$ cat src/hdl/slm_consts.svh
// Constants for the serial lane mapper: register map, fields, codes.
// Assumes inclusion by bare name from the design files.
`ifndef SLM_CONSTS_SVH
`define SLM_CONSTS_SVH
// ----------------------------------------
// Register byte offsets
// ----------------------------------------
`define SLM_OFS_CTRL 4'h0
`define SLM_OFS_CHAN 4'h4
`define SLM_OFS_STAT 4'h8
// ----------------------------------------
// Control fields and reset values
// ----------------------------------------
`define SLM_CF_MODE 3:0
`define SLM_CF_BANK 4
`define SLM_CF_PD 5
`define SLM_CF_TEST 7:6
`define SLM_CF_PRBS 10:8
`define SLM_CF_FEC 11
`define SLM_CF_SGL 12
`define SLM_CTRL_W 13
`define SLM_CTRL_RST 13'h000C
`define SLM_CHAN_RST 2'h3
`define SLM_CHAN_NONE 2'h0
// ----------------------------------------
// Lane map modes and frame lengths in octets
// ----------------------------------------
`define SLM_MODE_12 4'hC
`define SLM_MODE_13 4'hD
`define SLM_MODE_14 4'hE
`define SLM_MODE_15 4'hF
`define SLM_FLEN_1 3'h1
`define SLM_FLEN_3 3'h3
`define SLM_FLEN_5 3'h5
// ----------------------------------------
// Test modes and sequence selects
// ----------------------------------------
`define SLM_TM_NORM 2'h0
`define SLM_TM_PRBS 2'h1
`define SLM_TM_CLK 2'h2
`define SLM_TM_RAMP 2'h3
`define SLM_PS_7 3'h0
`define SLM_PS_9 3'h1
`define SLM_PS_15 3'h2
`define SLM_PS_23 3'h3
`define SLM_PS_31 3'h4
`define SLM_PRBS_SEED 31'h5A5A5A5F
`define SLM_RAMP_RST 8'h00
`define SLM_CLK_HI 8'hFF
`define SLM_CLK_LO 8'h00
`define SLM_FIFO_DEPTH 8
`endif

$ cat src/hdl/slm_pkg.sv
// Types shared by the serial lane mapper and its tests.
// Assumes nothing beyond a SystemVerilog compiler.
package slm_pkg;
  // ----------------------------------------
  // Sample carriers
  // ----------------------------------------
  typedef logic [8:0] slm_smp_t;
  typedef struct packed {
    slm_smp_t [15:0] b;
    slm_smp_t [15:0] a;
  } slm_word_t;
  typedef logic [7:0][7:0] slm_lanes_t;
  typedef logic [7:0][39:0] slm_frame_t;
  // ----------------------------------------
  // Lane source select, one-hot
  // ----------------------------------------
  typedef enum logic [3:0] {
    SLM_SRC_MAP = 4'b0001,
    SLM_SRC_PRBS = 4'b0010,
    SLM_SRC_CLK = 4'b0100,
    SLM_SRC_RAMP = 4'b1000
  } slm_src_t;
endpackage

$ cat src/hdl/slm_lane_mapper.sv
// Lane mapper and test pattern source for an eight-lane serial output.
// Assumes a link layer that takes one octet per lane on lane_ready,
// and an Avalon-MM master for the control registers.
`timescale 1ns/1ps
`include "slm_consts.svh"

// Functional notes
// Mode 12: one octet per lane, A0-A3, B0-B3
// Mode 13: nine bits plus zero, five octets
// Mode 14: 12-bit pad, lane pairs even/odd
// Mode 15: lane k carries k and k+4
// Sync header carries CRC-12 or FEC only
// Alternate bank only with four lanes or fewer
// Bank 0 lower lanes, 1 upper, one bank
// Power-down pin or control disables drivers
// Configuration kept across power-down
// Receiver relinks and flushes after power-down
// Channel pairs disabled; never all channels
// PRBS bypasses transport and link layers
// Five PRBS polynomials, two-tap XOR
// Each lane's PRBS starts at unique phase
// Clock pattern: eight ones, eight zeros
// Ramp ignores samples, link layer stays on
// Ramp starts after link ready
// Ramp octets 0x00 to 0xFF, same all lanes
// One pattern source; otherwise mapped samples
module slm_lane_mapper import slm_pkg::*; (
  input logic core_clk, // 125 MHz clock
  input logic reset_n, // Sync reset, low
  input logic [3:0] avs_address, // Byte address
  input logic avs_read, // Read strobe
  input logic avs_write, // Write strobe
  input logic [31:0] avs_writedata, // Write data
  output logic [31:0] avs_readdata, // Read data
  output logic avs_waitrequest, // Stall
  input logic smp_valid, // Sample word offered
  input slm_word_t smp_data, // Sixteen samples per channel
  output logic smp_ready, // Sample word taken
  input logic power_down_pin, // Power-down pin
  input logic link_ready, // Alignment or serializer init done
  input logic lane_ready, // Link takes octets
  output slm_lanes_t lane_data, // One octet per lane
  output logic lane_valid, // Octets valid
  output logic lane_bypass, // Send raw, no scramble or code
  output logic [7:0] lane_drv_en, // Lane driver enables
  output logic sh_fec // Sync header: 0 CRC-12, 1 FEC
);
  // ----------------------------------------
  // Declarations
  // ----------------------------------------
  logic [`SLM_CTRL_W-1:0] ctrl_q, ctrl_d;
  logic [1:0] channel_pair_enable_q, channel_pair_enable_d;
  logic wr_q, wr_d;
  logic [31:0] rd_q, rd_d;
  logic req, ack;
  logic [3:0] lane_map_mode;
  logic lane_bank_select, sgl, pd, four_lanes, alt;
  slm_src_t src_q, src_d;
  slm_frame_t sr_q, sr_d;
  logic [2:0] left_q, left_d;
  logic [7:0][30:0] prbs_q, prbs_d;
  logic ck_q, ck_d;
  logic [7:0] ramp_q, ramp_d;
  logic ramp_on_q, ramp_on_d;
  slm_lanes_t ld_q, ld_d;
  logic lv_q, lv_d, byp_q, byp_d, fec_q, fec_d;
  logic [7:0] en_q, en_d;
  logic f_valid, f_ready;
  slm_word_t f_word, w;
  slm_frame_t frm;
  logic adv;

  // ----------------------------------------
  // Helpers
  // ----------------------------------------
  // Nine bits then one zero
  function automatic logic [9:0] p10(input slm_smp_t s);
    return {s, 1'b0};
  endfunction

  // Nine bits then three zeros
  function automatic logic [11:0] p12(input slm_smp_t s);
    return {s, 3'b000};
  endfunction

  // Frame length in octets for a map mode
  function automatic logic [2:0] flen(input logic [3:0] m);
    unique case (m)
      `SLM_MODE_12: return `SLM_FLEN_1;
      `SLM_MODE_13: return `SLM_FLEN_5;
      default: return `SLM_FLEN_3;
    endcase
  endfunction

  // Legal map mode check, used for control register writes only
  function automatic logic mode_ok(input logic [3:0] m);
    return m == `SLM_MODE_12 || m == `SLM_MODE_13 ||
           m == `SLM_MODE_14 || m == `SLM_MODE_15;
  endfunction

  // Eight PRBS bits, first bit sent in the octet MSB
  function automatic logic [38:0] prbs8(input logic [30:0] s,
                                        input logic [2:0] sel);
    logic [30:0] t;
    logic [7:0] o;
    logic nb;
    t = s;
    o = '0;
    for (int i = 0; i < 8; i++) begin
      unique case (sel)
        `SLM_PS_7: nb = t[5] ^ t[6];
        `SLM_PS_9: nb = t[4] ^ t[8];
        `SLM_PS_15: nb = t[13] ^ t[14];
        `SLM_PS_23: nb = t[17] ^ t[22];
        default: nb = t[27] ^ t[30];
      endcase
      t = {t[29:0], nb};
      o = {o[6:0], nb};
    end
    return {o, t};
  endfunction

  // ----------------------------------------
  // Register access
  // ----------------------------------------
  assign lane_map_mode = ctrl_q[`SLM_CF_MODE];
  assign lane_bank_select = ctrl_q[`SLM_CF_BANK];
  assign sgl = ctrl_q[`SLM_CF_SGL];
  assign req = avs_read | avs_write;
  assign ack = req & ~wr_q;

  // Decode, write, read data, waitrequest
  always_comb begin
    ctrl_d = ctrl_q;
    channel_pair_enable_d = channel_pair_enable_q;
    wr_d = wr_q ? ~req : 1'b1;
    rd_d = rd_q;
    if (avs_write && ack) begin
      unique case (avs_address)
        `SLM_OFS_CTRL: begin
          ctrl_d = avs_writedata[`SLM_CTRL_W-1:0];
          if (!mode_ok(avs_writedata[`SLM_CF_MODE])) begin
            ctrl_d[`SLM_CF_MODE] = lane_map_mode;
          end
        end
        `SLM_OFS_CHAN: begin
          if (avs_writedata[1:0] != `SLM_CHAN_NONE) begin
            channel_pair_enable_d = avs_writedata[1:0];
          end
        end
        default: ;
      endcase
    end
    if (avs_read && wr_q) begin
      unique case (avs_address)
        `SLM_OFS_CTRL: rd_d = {{(32 - `SLM_CTRL_W){1'b0}}, ctrl_q};
        `SLM_OFS_CHAN: rd_d = {30'h0, channel_pair_enable_q};
        `SLM_OFS_STAT: rd_d = {28'h0, ramp_on_q, alt, four_lanes, pd};
        default: rd_d = 32'h0;
      endcase
    end
  end

  // Configuration has no tie to power-down, so it survives it
  always_ff @(posedge core_clk) begin
    if (!reset_n) begin
      ctrl_q <= `SLM_CTRL_RST;
      channel_pair_enable_q <= `SLM_CHAN_RST;
      wr_q <= 1'b1;
      rd_q <= 32'h0;
    end else begin
      ctrl_q <= ctrl_d;
      channel_pair_enable_q <= channel_pair_enable_d;
      wr_q <= wr_d;
      rd_q <= rd_d;
    end
  end

  // ----------------------------------------
  // Sample FIFO
  // ----------------------------------------
  slm_fifo #(
    .W($bits(slm_word_t)),
    .D(`SLM_FIFO_DEPTH)
  ) u_fifo (
    .core_clk(core_clk),
    .reset_n(reset_n),
    .in_valid(smp_valid),
    .in_data(smp_data),
    .in_ready(smp_ready),
    .out_valid(f_valid),
    .out_data(f_word),
    .out_ready(f_ready)
  );

  // ----------------------------------------
  // Lane usage, bank and power-down
  // ----------------------------------------
  assign pd = power_down_pin | ctrl_q[`SLM_CF_PD];
  assign four_lanes = sgl | (channel_pair_enable_q != `SLM_CHAN_RST) |
                      (lane_map_mode == `SLM_MODE_14);
  assign alt = four_lanes & lane_bank_select;

  // ----------------------------------------
  // Frame builder
  // ----------------------------------------
  // Zero channels switched off, then place samples on lanes
  always_comb begin
    w = f_word;
    if (!channel_pair_enable_q[0]) begin
      w.a = '0;
    end
    if (!channel_pair_enable_q[1] || sgl) begin
      w.b = '0;
    end
    frm = '0;
    for (int k = 0; k < 4; k++) begin
      unique case (lane_map_mode)
        `SLM_MODE_12: begin
          frm[k] = {w.a[k][8:1], 32'h0};
          frm[k+4] = {w.b[k][8:1], 32'h0};
        end
        `SLM_MODE_13: begin
          frm[k] = {p10(w.a[k]), p10(w.a[k+4]),
                    p10(w.a[k+8]), p10(w.a[k+12])};
          frm[k+4] = {p10(w.b[k]), p10(w.b[k+4]),
                      p10(w.b[k+8]), p10(w.b[k+12])};
        end
        `SLM_MODE_14: begin
          frm[k] = (k < 2) ?
            {p12(w.a[k]), p12(w.a[k+2]), 16'h0} :
            {p12(w.b[k-2]), p12(w.b[k]), 16'h0};
        end
        default: begin
          frm[k] = {p12(w.a[k]), p12(w.a[k+4]), 16'h0};
          frm[k+4] = {p12(w.b[k]), p12(w.b[k+4]), 16'h0};
        end
      endcase
    end
  end

  // ----------------------------------------
  // Source select and lane stream
  // ----------------------------------------
  assign adv = lane_ready & ~pd;
  // Ramp discards samples; mapping takes one word per frame
  assign f_ready = (src_q == SLM_SRC_RAMP) |
                   (src_q == SLM_SRC_MAP && adv && left_q == '0);

  always_comb begin
    unique case (ctrl_q[`SLM_CF_TEST])
      `SLM_TM_PRBS: src_d = SLM_SRC_PRBS;
      `SLM_TM_CLK: src_d = SLM_SRC_CLK;
      `SLM_TM_RAMP: src_d = SLM_SRC_RAMP;
      default: src_d = SLM_SRC_MAP;
    endcase
  end

  // Next lane octets for the selected source
  always_comb begin
    logic [38:0] pn;
    pn = '0;
    sr_d = sr_q;
    left_d = left_q;
    prbs_d = prbs_q;
    ck_d = ck_q;
    ramp_d = ramp_q;
    ramp_on_d = ramp_on_q & (src_q == SLM_SRC_RAMP) & ~pd;
    ld_d = ld_q;
    lv_d = 1'b0;
    byp_d = (src_q == SLM_SRC_PRBS) | (src_q == SLM_SRC_CLK);
    fec_d = ctrl_q[`SLM_CF_FEC];
    en_d = pd ? 8'h00 : (!four_lanes ? 8'hFF :
           (alt ? 8'hF0 : 8'h0F));
    if (src_q != SLM_SRC_MAP) begin
      left_d = '0;
    end
    if (src_q != SLM_SRC_PRBS) begin
      for (int k = 0; k < 8; k++) begin
        prbs_d[k] = `SLM_PRBS_SEED ^ 31'(k);
      end
    end
    if (src_q != SLM_SRC_RAMP) begin
      ramp_d = `SLM_RAMP_RST;
    end
    if (adv) begin
      unique case (src_q)
        SLM_SRC_PRBS: begin
          for (int k = 0; k < 8; k++) begin
            pn = prbs8(prbs_q[k], ctrl_q[`SLM_CF_PRBS]);
            ld_d[k] = pn[38:31];
            prbs_d[k] = pn[30:0];
          end
          lv_d = 1'b1;
        end
        SLM_SRC_CLK: begin
          ld_d = {8{ck_q ? `SLM_CLK_LO : `SLM_CLK_HI}};
          ck_d = ~ck_q;
          lv_d = 1'b1;
        end
        SLM_SRC_RAMP: begin
          if (link_ready || ramp_on_q) begin
            ramp_on_d = 1'b1;
            ld_d = {8{ramp_q}};
            ramp_d = ramp_q + 8'h01;
            lv_d = 1'b1;
          end
        end
        default: begin
          if (left_q != '0) begin
            for (int k = 0; k < 8; k++) begin
              ld_d[k] = sr_q[k][39:32];
              sr_d[k] = {sr_q[k][31:0], 8'h00};
            end
            left_d = left_q - 3'h1;
            lv_d = 1'b1;
          end else if (f_valid) begin
            for (int k = 0; k < 8; k++) begin
              ld_d[k] = frm[k][39:32];
              sr_d[k] = {frm[k][31:0], 8'h00};
            end
            left_d = flen(lane_map_mode) - 3'h1;
            lv_d = 1'b1;
          end
        end
      endcase
    end
    // Bank 1 four-lane content moves up with each new octet set, so stalls hold
    if (alt && lv_d) begin
      ld_d[7:4] = ld_d[3:0];
    end
  end

  always_ff @(posedge core_clk) begin
    if (!reset_n) begin
      src_q <= SLM_SRC_MAP;
      sr_q <= '0;
      left_q <= '0;
      prbs_q <= '0;
      ck_q <= 1'b0;
      ramp_q <= `SLM_RAMP_RST;
      ramp_on_q <= 1'b0;
      ld_q <= '0;
      lv_q <= 1'b0;
      byp_q <= 1'b0;
      fec_q <= 1'b0;
      en_q <= 8'h00;
    end else begin
      src_q <= src_d;
      sr_q <= sr_d;
      left_q <= left_d;
      prbs_q <= prbs_d;
      ck_q <= ck_d;
      ramp_q <= ramp_d;
      ramp_on_q <= ramp_on_d;
      ld_q <= ld_d;
      lv_q <= lv_d;
      byp_q <= byp_d;
      fec_q <= fec_d;
      en_q <= en_d;
    end
  end

  // ----------------------------------------
  // Outputs
  // ----------------------------------------
  assign avs_readdata = rd_q;
  assign avs_waitrequest = wr_q;
  assign lane_data = ld_q;
  assign lane_valid = lv_q;
  assign lane_bypass = byp_q;
  assign lane_drv_en = en_q;
  assign sh_fec = fec_q;
endmodule // slm_lane_mapper

$ cat src/hdl/slm_fifo.sv
// Sample FIFO with registered read data and valid/ready on both sides.
// Assumes one clock and a synchronous active-low reset.
`timescale 1ns/1ps
module slm_fifo #(
  parameter int W = 288,
  parameter int D = 8
) (
  input logic core_clk, // Clock
  input logic reset_n, // Sync reset, low
  input logic in_valid, // Write request
  input logic [W-1:0] in_data, // Write word
  output logic in_ready, // Space free
  output logic out_valid, // Read word present
  output logic [W-1:0] out_data, // Read word
  input logic out_ready // Read accept
);
  localparam int AW = $clog2(D);
  logic [W-1:0] mem [D];
  logic [AW-1:0] wp_q, wp_d, rp_q, rp_d;
  logic [AW:0] cnt_q, cnt_d;
  logic ov_q, ov_d, ir_q, ir_d;
  logic [W-1:0] od_q, od_d;
  logic push, load;

  // Pointer, count and output stage
  always_comb begin
    push = in_valid & ir_q;
    load = (~ov_q | out_ready) & (cnt_q != '0);
    wp_d = wp_q;
    rp_d = rp_q;
    if (push) begin
      wp_d = (wp_q == AW'(D - 1)) ? '0 : wp_q + 1'b1;
    end
    if (load) begin
      rp_d = (rp_q == AW'(D - 1)) ? '0 : rp_q + 1'b1;
    end
    cnt_d = cnt_q + (AW + 1)'(push) - (AW + 1)'(load);
    ov_d = load | (ov_q & ~out_ready);
    od_d = load ? mem[rp_q] : od_q;
    ir_d = cnt_d < (AW + 1)'(D);
  end

  always_ff @(posedge core_clk) begin
    if (!reset_n) begin
      wp_q <= '0;
      rp_q <= '0;
      cnt_q <= '0;
      ov_q <= 1'b0;
      od_q <= '0;
      ir_q <= 1'b0;
    end else begin
      wp_q <= wp_d;
      rp_q <= rp_d;
      cnt_q <= cnt_d;
      ov_q <= ov_d;
      od_q <= od_d;
      ir_q <= ir_d;
    end
  end

  // Storage array, no reset needed
  always_ff @(posedge core_clk) begin
    if (push) begin
      mem[wp_q] <= in_data;
    end
  end

  assign in_ready = ir_q;
  assign out_valid = ov_q;
  assign out_data = od_q;
endmodule // slm_fifo

$ cat config.mk
export PLATFORM = sky130hd
export DESIGN_NAME = slm_lane_mapper
export DESIGN_NICKNAME = d
export VERILOG_FILES = /design/src/hdl/slm_pkg.sv /design/src/hdl/slm_lane_mapper.sv /design/src/hdl/slm_fifo.sv
export VERILOG_INCLUDE_DIRS = /design/src /design/src/hdl
export SDC_FILE = /design/constraint.sdc
export NUM_CORES = 2
export LEC_CHECK = 0
export ABC_AREA = 1
export BUFFER_PORTS_ARGS = -buffer_cell sky130_fd_sc_hd__buf_4
export CAP_MARGIN = 25
export CELL_PAD_IN_SITES_DETAIL_PLACEMENT = 1
export CELL_PAD_IN_SITES_GLOBAL_PLACEMENT = 1
export CORE_MARGIN = 10
export CORE_UTILIZATION = 50
export DETAILED_ROUTE_END_ITERATION = 12
export GPL_TIMING_DRIVEN = 0
export PLACE_DENSITY_LB_ADDON = 0.1
export RECOVER_POWER = 25
export SLEW_MARGIN = 20
export SYNTH_ARGS = -nofsm -noshare
export SYNTH_HDL_FRONTEND = slang
export SYNTH_SLANG_ARGS = --single-unit
$ cat constraint.sdc
create_clock -name core_clk -period 18.35 [get_ports core_clk]
set_clock_uncertainty 0.15 [all_clocks]
set_input_delay 1.835 -clock core_clk [delete_from_list [all_inputs] [get_ports core_clk]]
set_output_delay 1.835 -clock core_clk [all_outputs]
set_load 0.03 [all_outputs]
Yosys cells after proc, flatten, opt, wreduce, memory -nomap -nowiden. Memory sizes are Yosys's and may differ from the RTL's. A register that Yosys moved wholly into a read port is not among the register bits. Index checks and enable logic that the tools add are counted.

Memories kept: 1. Logic and storage cells: 617. ROM bits: 0. Input port bits: 332. Output and inout port bits: 109. Memory bits (writable): 2304. Register bits: 720. Bits in latches: 0.

Memory list: u_fifo.mem (depth 8, bits a word 288, read ports 1, clocked after Yosys merged registers in 1, wr ports 1, line slm_fifo.sv:18) `logic [W-1:0] mem [D];`.

$mul: 0. Shift operators: 0. $add $sub $neg: 7. Bitwise gates (word level): 344. Muxes and demuxes: 164. Order comparisons: 1. Equal/unequal tests: 26. Reduce and logical (&&, ||, !) cells: 31. Div/mod/pow operators: 0.

Operators by type and width (count): 248-bit 2-to-1 mux (3); 40-bit case mux with 3 select lines (6); 320-bit 2-to-1 mux (2); 1-bit XOR (320); 144-bit 2-to-1 mux (2); 64-bit 2-to-1 mux (4); 1-bit case mux with 4 select lines (64); 32-bit case mux with 3 select lines (2); 64-bit case mux with 3 select lines (1); 1-bit 2-to-1 mux (57); 8-bit 2-to-1 mux (7); 13-bit case mux with 3 select lines (1); 4-bit equality test, second input constant (9); 3-bit 2-to-1 mux (11); 32-bit 2-to-1 mux (1); 4-bit case mux with 3 select lines (1); 3-bit AND reduction (4); 8-bit by 1-bit adder with 8-bit output, second input constant (1); 1-bit bitwise AND (8); 4-bit by 3-bit equality test with 1-bit output, second input constant (2); 1-bit NOT (8); 1-bit OR (8); 3-bit by 1-bit adder with 3-bit output, second input constant (2); 3-bit by 2-bit equality test with 1-bit output, second input constant (2); other kinds (29) (47).

Longest topological paths before layout.
Depth after elaboration: 11. Mapped depth: 18. Mapped depth without buffers: 18.

Modules after synthesis. A second synthesis with hierarchy kept.

Cell total of the unflattened synthesis: 14671. Area, all modules: 138161.3 um^2.

Modules (own cells, without submodules): slm_fifo (instances 1, cells an instance 9887, sequential area each 75192.1 um^2, area each 105476.2 um^2); slm_lane_mapper (instances 1, cells an instance 4784, sequential area each 12231.7 um^2, area each 32685.1 um^2).

Least setup slack after synthesis. Ideal clock, no wire load.

Path type: input to register. Start: in smp_valid. End: mem u_fifo.mem[1][0], enable pin. Cell stages on the path: 4. Required time: 17.258 ns. Arrival: 14.095 ns. Buffers on the path: 0. Setup time: 0.942 ns. Slack: 3.163 ns. Cells stage by stage: nand2_1 > nor2_1 > inv_1 > nor2_1.

Cells in the longest elaborated chain, start to end: 3.

RTL lines: start: declaration (line slm_lane_mapper.sv:36) `input logic smp_valid,`; 1-bit bitwise AND (line slm_fifo.sv:27) `push = in_valid & ir_q;`; 1-bit 2-to-1 mux (line slm_fifo.sv:63) `if (push) begin`; 1-bit 2-to-1 mux (implied by the code) (line slm_fifo.sv:64) `mem[wp_q] <= in_data;`; end: declaration (line slm_fifo.sv:18).

No other way between the ends.

Worst setup path after layout.
Start: in power_down_pin. End: reg u_fifo.cnt_q[2].

Cells in the longest elaborated chain, start to end: 9.

RTL lines: start: declaration (line slm_lane_mapper.sv:39) `input logic power_down_pin,`; 1-bit OR (line slm_lane_mapper.sv:199) `` assign pd = power_down_pin | ctrl_q[`SLM_CF_PD]; ``; 1-bit NOT (line slm_lane_mapper.sv:245) `assign adv = lane_ready & ~pd;`; 1-bit bitwise AND (line slm_lane_mapper.sv:245); 1-bit logical AND (2 in series) (line slm_lane_mapper.sv:248) `(src_q == SLM_SRC_MAP && adv && left_q == '0);`; 1-bit OR (line slm_lane_mapper.sv:247) `assign f_ready = (src_q == SLM_SRC_RAMP) |`; 1-bit OR (line slm_fifo.sv:28) `load = (~ov_q | out_ready) & (cnt_q != '0);`; 1-bit bitwise AND (line slm_fifo.sv:28); named net u_fifo.load (line slm_fifo.sv:23) `logic push, load;`; 4-bit by 1-bit subtractor with 4-bit output (line slm_fifo.sv:37) `cnt_d = cnt_q + (AW + 1)'(push) - (AW + 1)'(load);`; end signal: assignment (line slm_fifo.sv:54) `cnt_q <= cnt_d;`; end: declaration (line slm_fifo.sv:20) `logic [AW:0] cnt_q, cnt_d;`.

The timed path passes the listed nets, and every way through them passes these cells. A chain may end at the register's enable or synchronous reset.

==> flow_summary.json <==
{
  "grt.overflow.total": 0,
  "clock_latency_ns": 0.97,
  "ctsRootBufferMaster": "clkbuf_16",
  "min_period_ns": 5.43,
  "critical_path.most_common_cell": "nor2_1",
  "dp.final_hpwl_mm": 416,
  "async_flop_share": 0,
  "crit_buf_inv": 6,
  "clkSinkCount": 3215,
  "clk_pin_slew_ns": 0.06,
  "worstSetupEndpointType": "register",
  "synth.avg_cell_area_sq_um": 10.6,
  "fin_nets": 13500,
  "io_pins": 441,
  "finalSetupViolCount": 0,
  "dp.cells": 16200,
  "timing.final.crit_share": 0.296,
  "cts_tree": "built",
  "hold_viol_final": 0,
  "cpPeakStageDelay_ns": 0.57,
  "syn_to_final_growth_pct": 16.7,
  "multiInputGateArea_sq_um": 36700,
  "clockBufferDepth": 4,
  "cpMaxStageDelayCell": "buf_1",
  "vias": 110000,
  "wirelength_mm": 578,
  "cap_violations": 0,
  "drt_iter0_drc": 14100,
  "drv_slew": 0,
  "yosys_warnings": 0,
  "path_class": "in -> reg",
  "initial_utilization": 0.503,
  "wl_met1_mm": 213,
  "die_x_um": 528,
  "hold_buffers": 0,
  "grt_max_degree": 24,
  "crit_arrival_ns": 6.05,
  "startpoint_type": "input pin",
  "syn_area_sq_um": 129000,
  "routed.top_layer": "met5",
  "ys_ff_latch": 3215,
  "cts.repair.resized": 0,
  "wl_per_cell_um": 34.2,
  "grt_antenna_before_repair": 121,
  "postCtsSetupRepairBufs": 0,
  "yosys_most_used_dff": "edfxtp_1",
  "drive_gt1_frac": 0.0833,
  "dieArea_sq_um": 279000,
  "seq_area_sq_um": 87400,
  "io_buffers": 402,
  "grt_first_pass_wirelength_mm": 806,
  "route.met2.wl_mm": 263,
  "ir_drop_uv": 116,
  "via_per_inst": 6.48,
  "cp_max_fo": 10,
  "dieHeight_um": 528,
  "synth_edf_count": 2304,
  "critical-path-top-delay-family": "buffers and inverters",
  "final_cells": 16900,
  "place_congestion": 0.998,
  "cts_buffers": 339,
  "rows": 186,
  "antenna_left": 0,
  "drcViolationCount": 0,
  "core_region_area_sq_um": 257000,
  "max_freq_mhz": 184,
  "grt_usage": 0.396,
  "crit_chain": "buf_4 -> nor2_1 -> inv_1 -> nor2_1 -> nand3_1 -> nand3_1 -> nand2_1 -> inv_2 -> buf_2 -> buf_1 -> ha_1 -> inv_1 -> ha_1 -> fa_1 -> xnor2_1 -> nor2_1",
  "ys_types": 56,
  "wl_met3_mm": 59.8,
  "pwr_density_cell_nw_per_um2": 152,
  "required_ns": 18.97,
  "htreeDepth": 5,
  "tns_ns": 0,
  "min-delay-path-class": "reg -> reg",
  "syn-instance-count": 12200,
  "ys_seq_area_frac": 0.677,
  "drt-pass1-iter-count": 6,
  "grt_pass1_vias": 110000,
  "tightestPinTransition_ns": 1.24,
  "leakage_nw": 52.3,
  "max_slew_margin": 0.176,
  "rsz0062_at_grt": "false",
  "status": "complete, no violations",
  "fillers": 27200
}
## worst reg2reg max path, stage by stage, from the launching register on
cell and delay [ns]:
dfxtp_1 0.32, inv_1 0.10, ha_1 0.17, nand2_1 0.33, inv_2 0.33, nand3_1 0.11, nand3_1 0.31, nand2_1 0.27
inv_2 0.39, buf_2 0.49, buf_1 0.58, ha_1 0.26, inv_1 0.05, ha_1 0.21, fa_1 0.41, xnor2_1 0.17
nor2_1 0.05
## cell families after synthesis
kind of cell	Yosys count	synth area share
AO/OA/AOI/OAI	3824	0.163
adder cells (fa/ha/maj)	13	0.00132
flip-flops	3215	0.677
AND/OR/NAND/NOR	3787	0.114
XOR/XNOR	69	0.00468
other	1	0.0000290
buffers and inverters	1321	0.0405
## metrics by stage
| stage | setup WS [ns] | power [mW] | hold WS [ns] | util | area [sq um] |
|---|---|---|---|---|---|
| 6_report | 12.92 | 23.0 | 0.318 | 0.587 | 151000 |
| 3_3_place_gp | -8.88 | 15.4 | 0.299 | 0.531 | 137000 |
| 3_5_place_dp | 12.17 | 15.7 | 0.300 | 0.546 | 140000 |
| 2_1_floorplan | 3.16 | 12.1 | 0.267 | - | 129000 |
| 5_1_grt | 12.91 | 23.5 | 0.328 | 0.586 | 151000 |
| 4_1_cts | 13.07 | 22.7 | 0.313 | 0.589 | 151000 |
## state kept, by name, indices dropped and copies added (netlist names), 4 cells and up
register / count
lane_data: 64
u_fifo.cnt_q: 4
prbs_q: 248
u_fifo.mem: 2304
avs_readdata: 13
ramp_q: 8
ctrl_q: 13
src_q: 4
u_fifo.out_data: 288
sr_q: 248
## worst paths after layout
path / end / start / cells past startpoint / slack, ns
hold / removal: sh_fec / ctrl_q[11] / 2 / 0.32
setup / recovery: u_fifo.cnt_q[2] / power_down_pin / 16 / 12.92
setup reg to reg: u_fifo.cnt_q[2] / left_q[0] / 16 / 13.48
hold reg to reg: sh_fec / ctrl_q[11] / 2 / 0.32
## area by class of cell
cell class | instances | area share
tap | 3384 | 0.0281
clock buffer | 470 | 0.0631
antenna | 73 | 0.00121
clock inverter | 158 | 0.0104
buffer | 888 | 0.0243
inverter | 433 | 0.0108
timing repair buffer | 566 | 0.0386
multi-input combinational | 7712 | 0.243
sequential | 3215 | 0.580
## power breakdown
part	internal, mW	total, mW	leakage [nW]	switching (mW)
registers	8.36	9.32	28.2	0.962
clock network	3.96	7.01	5.45	3.05
logic	1.59	6.62	18.6	5.03
## placed cells by master (no fill, tap or decap), types with 42 or more instances in the layout
| cell | netlist | routed |
|---|---|---|
| nor2_1 | 1522 | 1510 |
| clkbuf_1 | 658 | 900 |
| buf_2 | 125 | 127 |
| a221oi_1 | 122 | 122 |
| edfxtp_1 | 2304 | 2304 |
| a31oi_1 | 344 | 344 |
| nand2_1 | 1916 | 1916 |
| o21ai_0 | 1901 | 1901 |
| buf_16 | 0 | 55 |
| nand3_1 | 240 | 240 |
| o22ai_1 | 306 | 306 |
| buf_1 | 76 | 74 |
| clkinv_2 | 1 | 72 |
| a21oi_1 | 956 | 956 |
| dfxtp_1 | 911 | 911 |
| o211ai_1 | 46 | 46 |
| nor3_1 | 73 | 73 |
| clkbuf_16 | 0 | 345 |
| diode_2 | 0 | 73 |
| clkbuf_2 | 0 | 49 |
| inv_1 | 416 | 416 |
| buf_4 | 28 | 225 |
| xor2_1 | 42 | 42 |
| buf_12 | 0 | 94 |
## cell usage after synthesis (46+ instances only)
cell | instances | area, sq um
edfxtp_1 | 2304 | 69200
a21oi_1 | 956 | 4780
o21ai_0 | 1901 | 9510
buf_1 | 76 | 285
nor2_1 | 1522 | 5710
o211ai_1 | 46 | 345
inv_1 | 416 | 1560
a31oi_1 | 344 | 2150
a221oi_1 | 122 | 1070
buf_2 | 125 | 626
nand3_1 | 240 | 1200
clkbuf_1 | 658 | 2470
o22ai_1 | 306 | 1910
nor3_1 | 73 | 365
nand2_1 | 1916 | 7190
dfxtp_1 | 911 | 18200
## routing by layer
metal / track usage / vias up
li1: - / 45600
met1: 0.500 / 55400
met2: 0.624 / 6834
met3: 0.0913 / 1647
met4: 0.239 / 92
met5: 0 / -
Power figures use the tool's default switching activity.
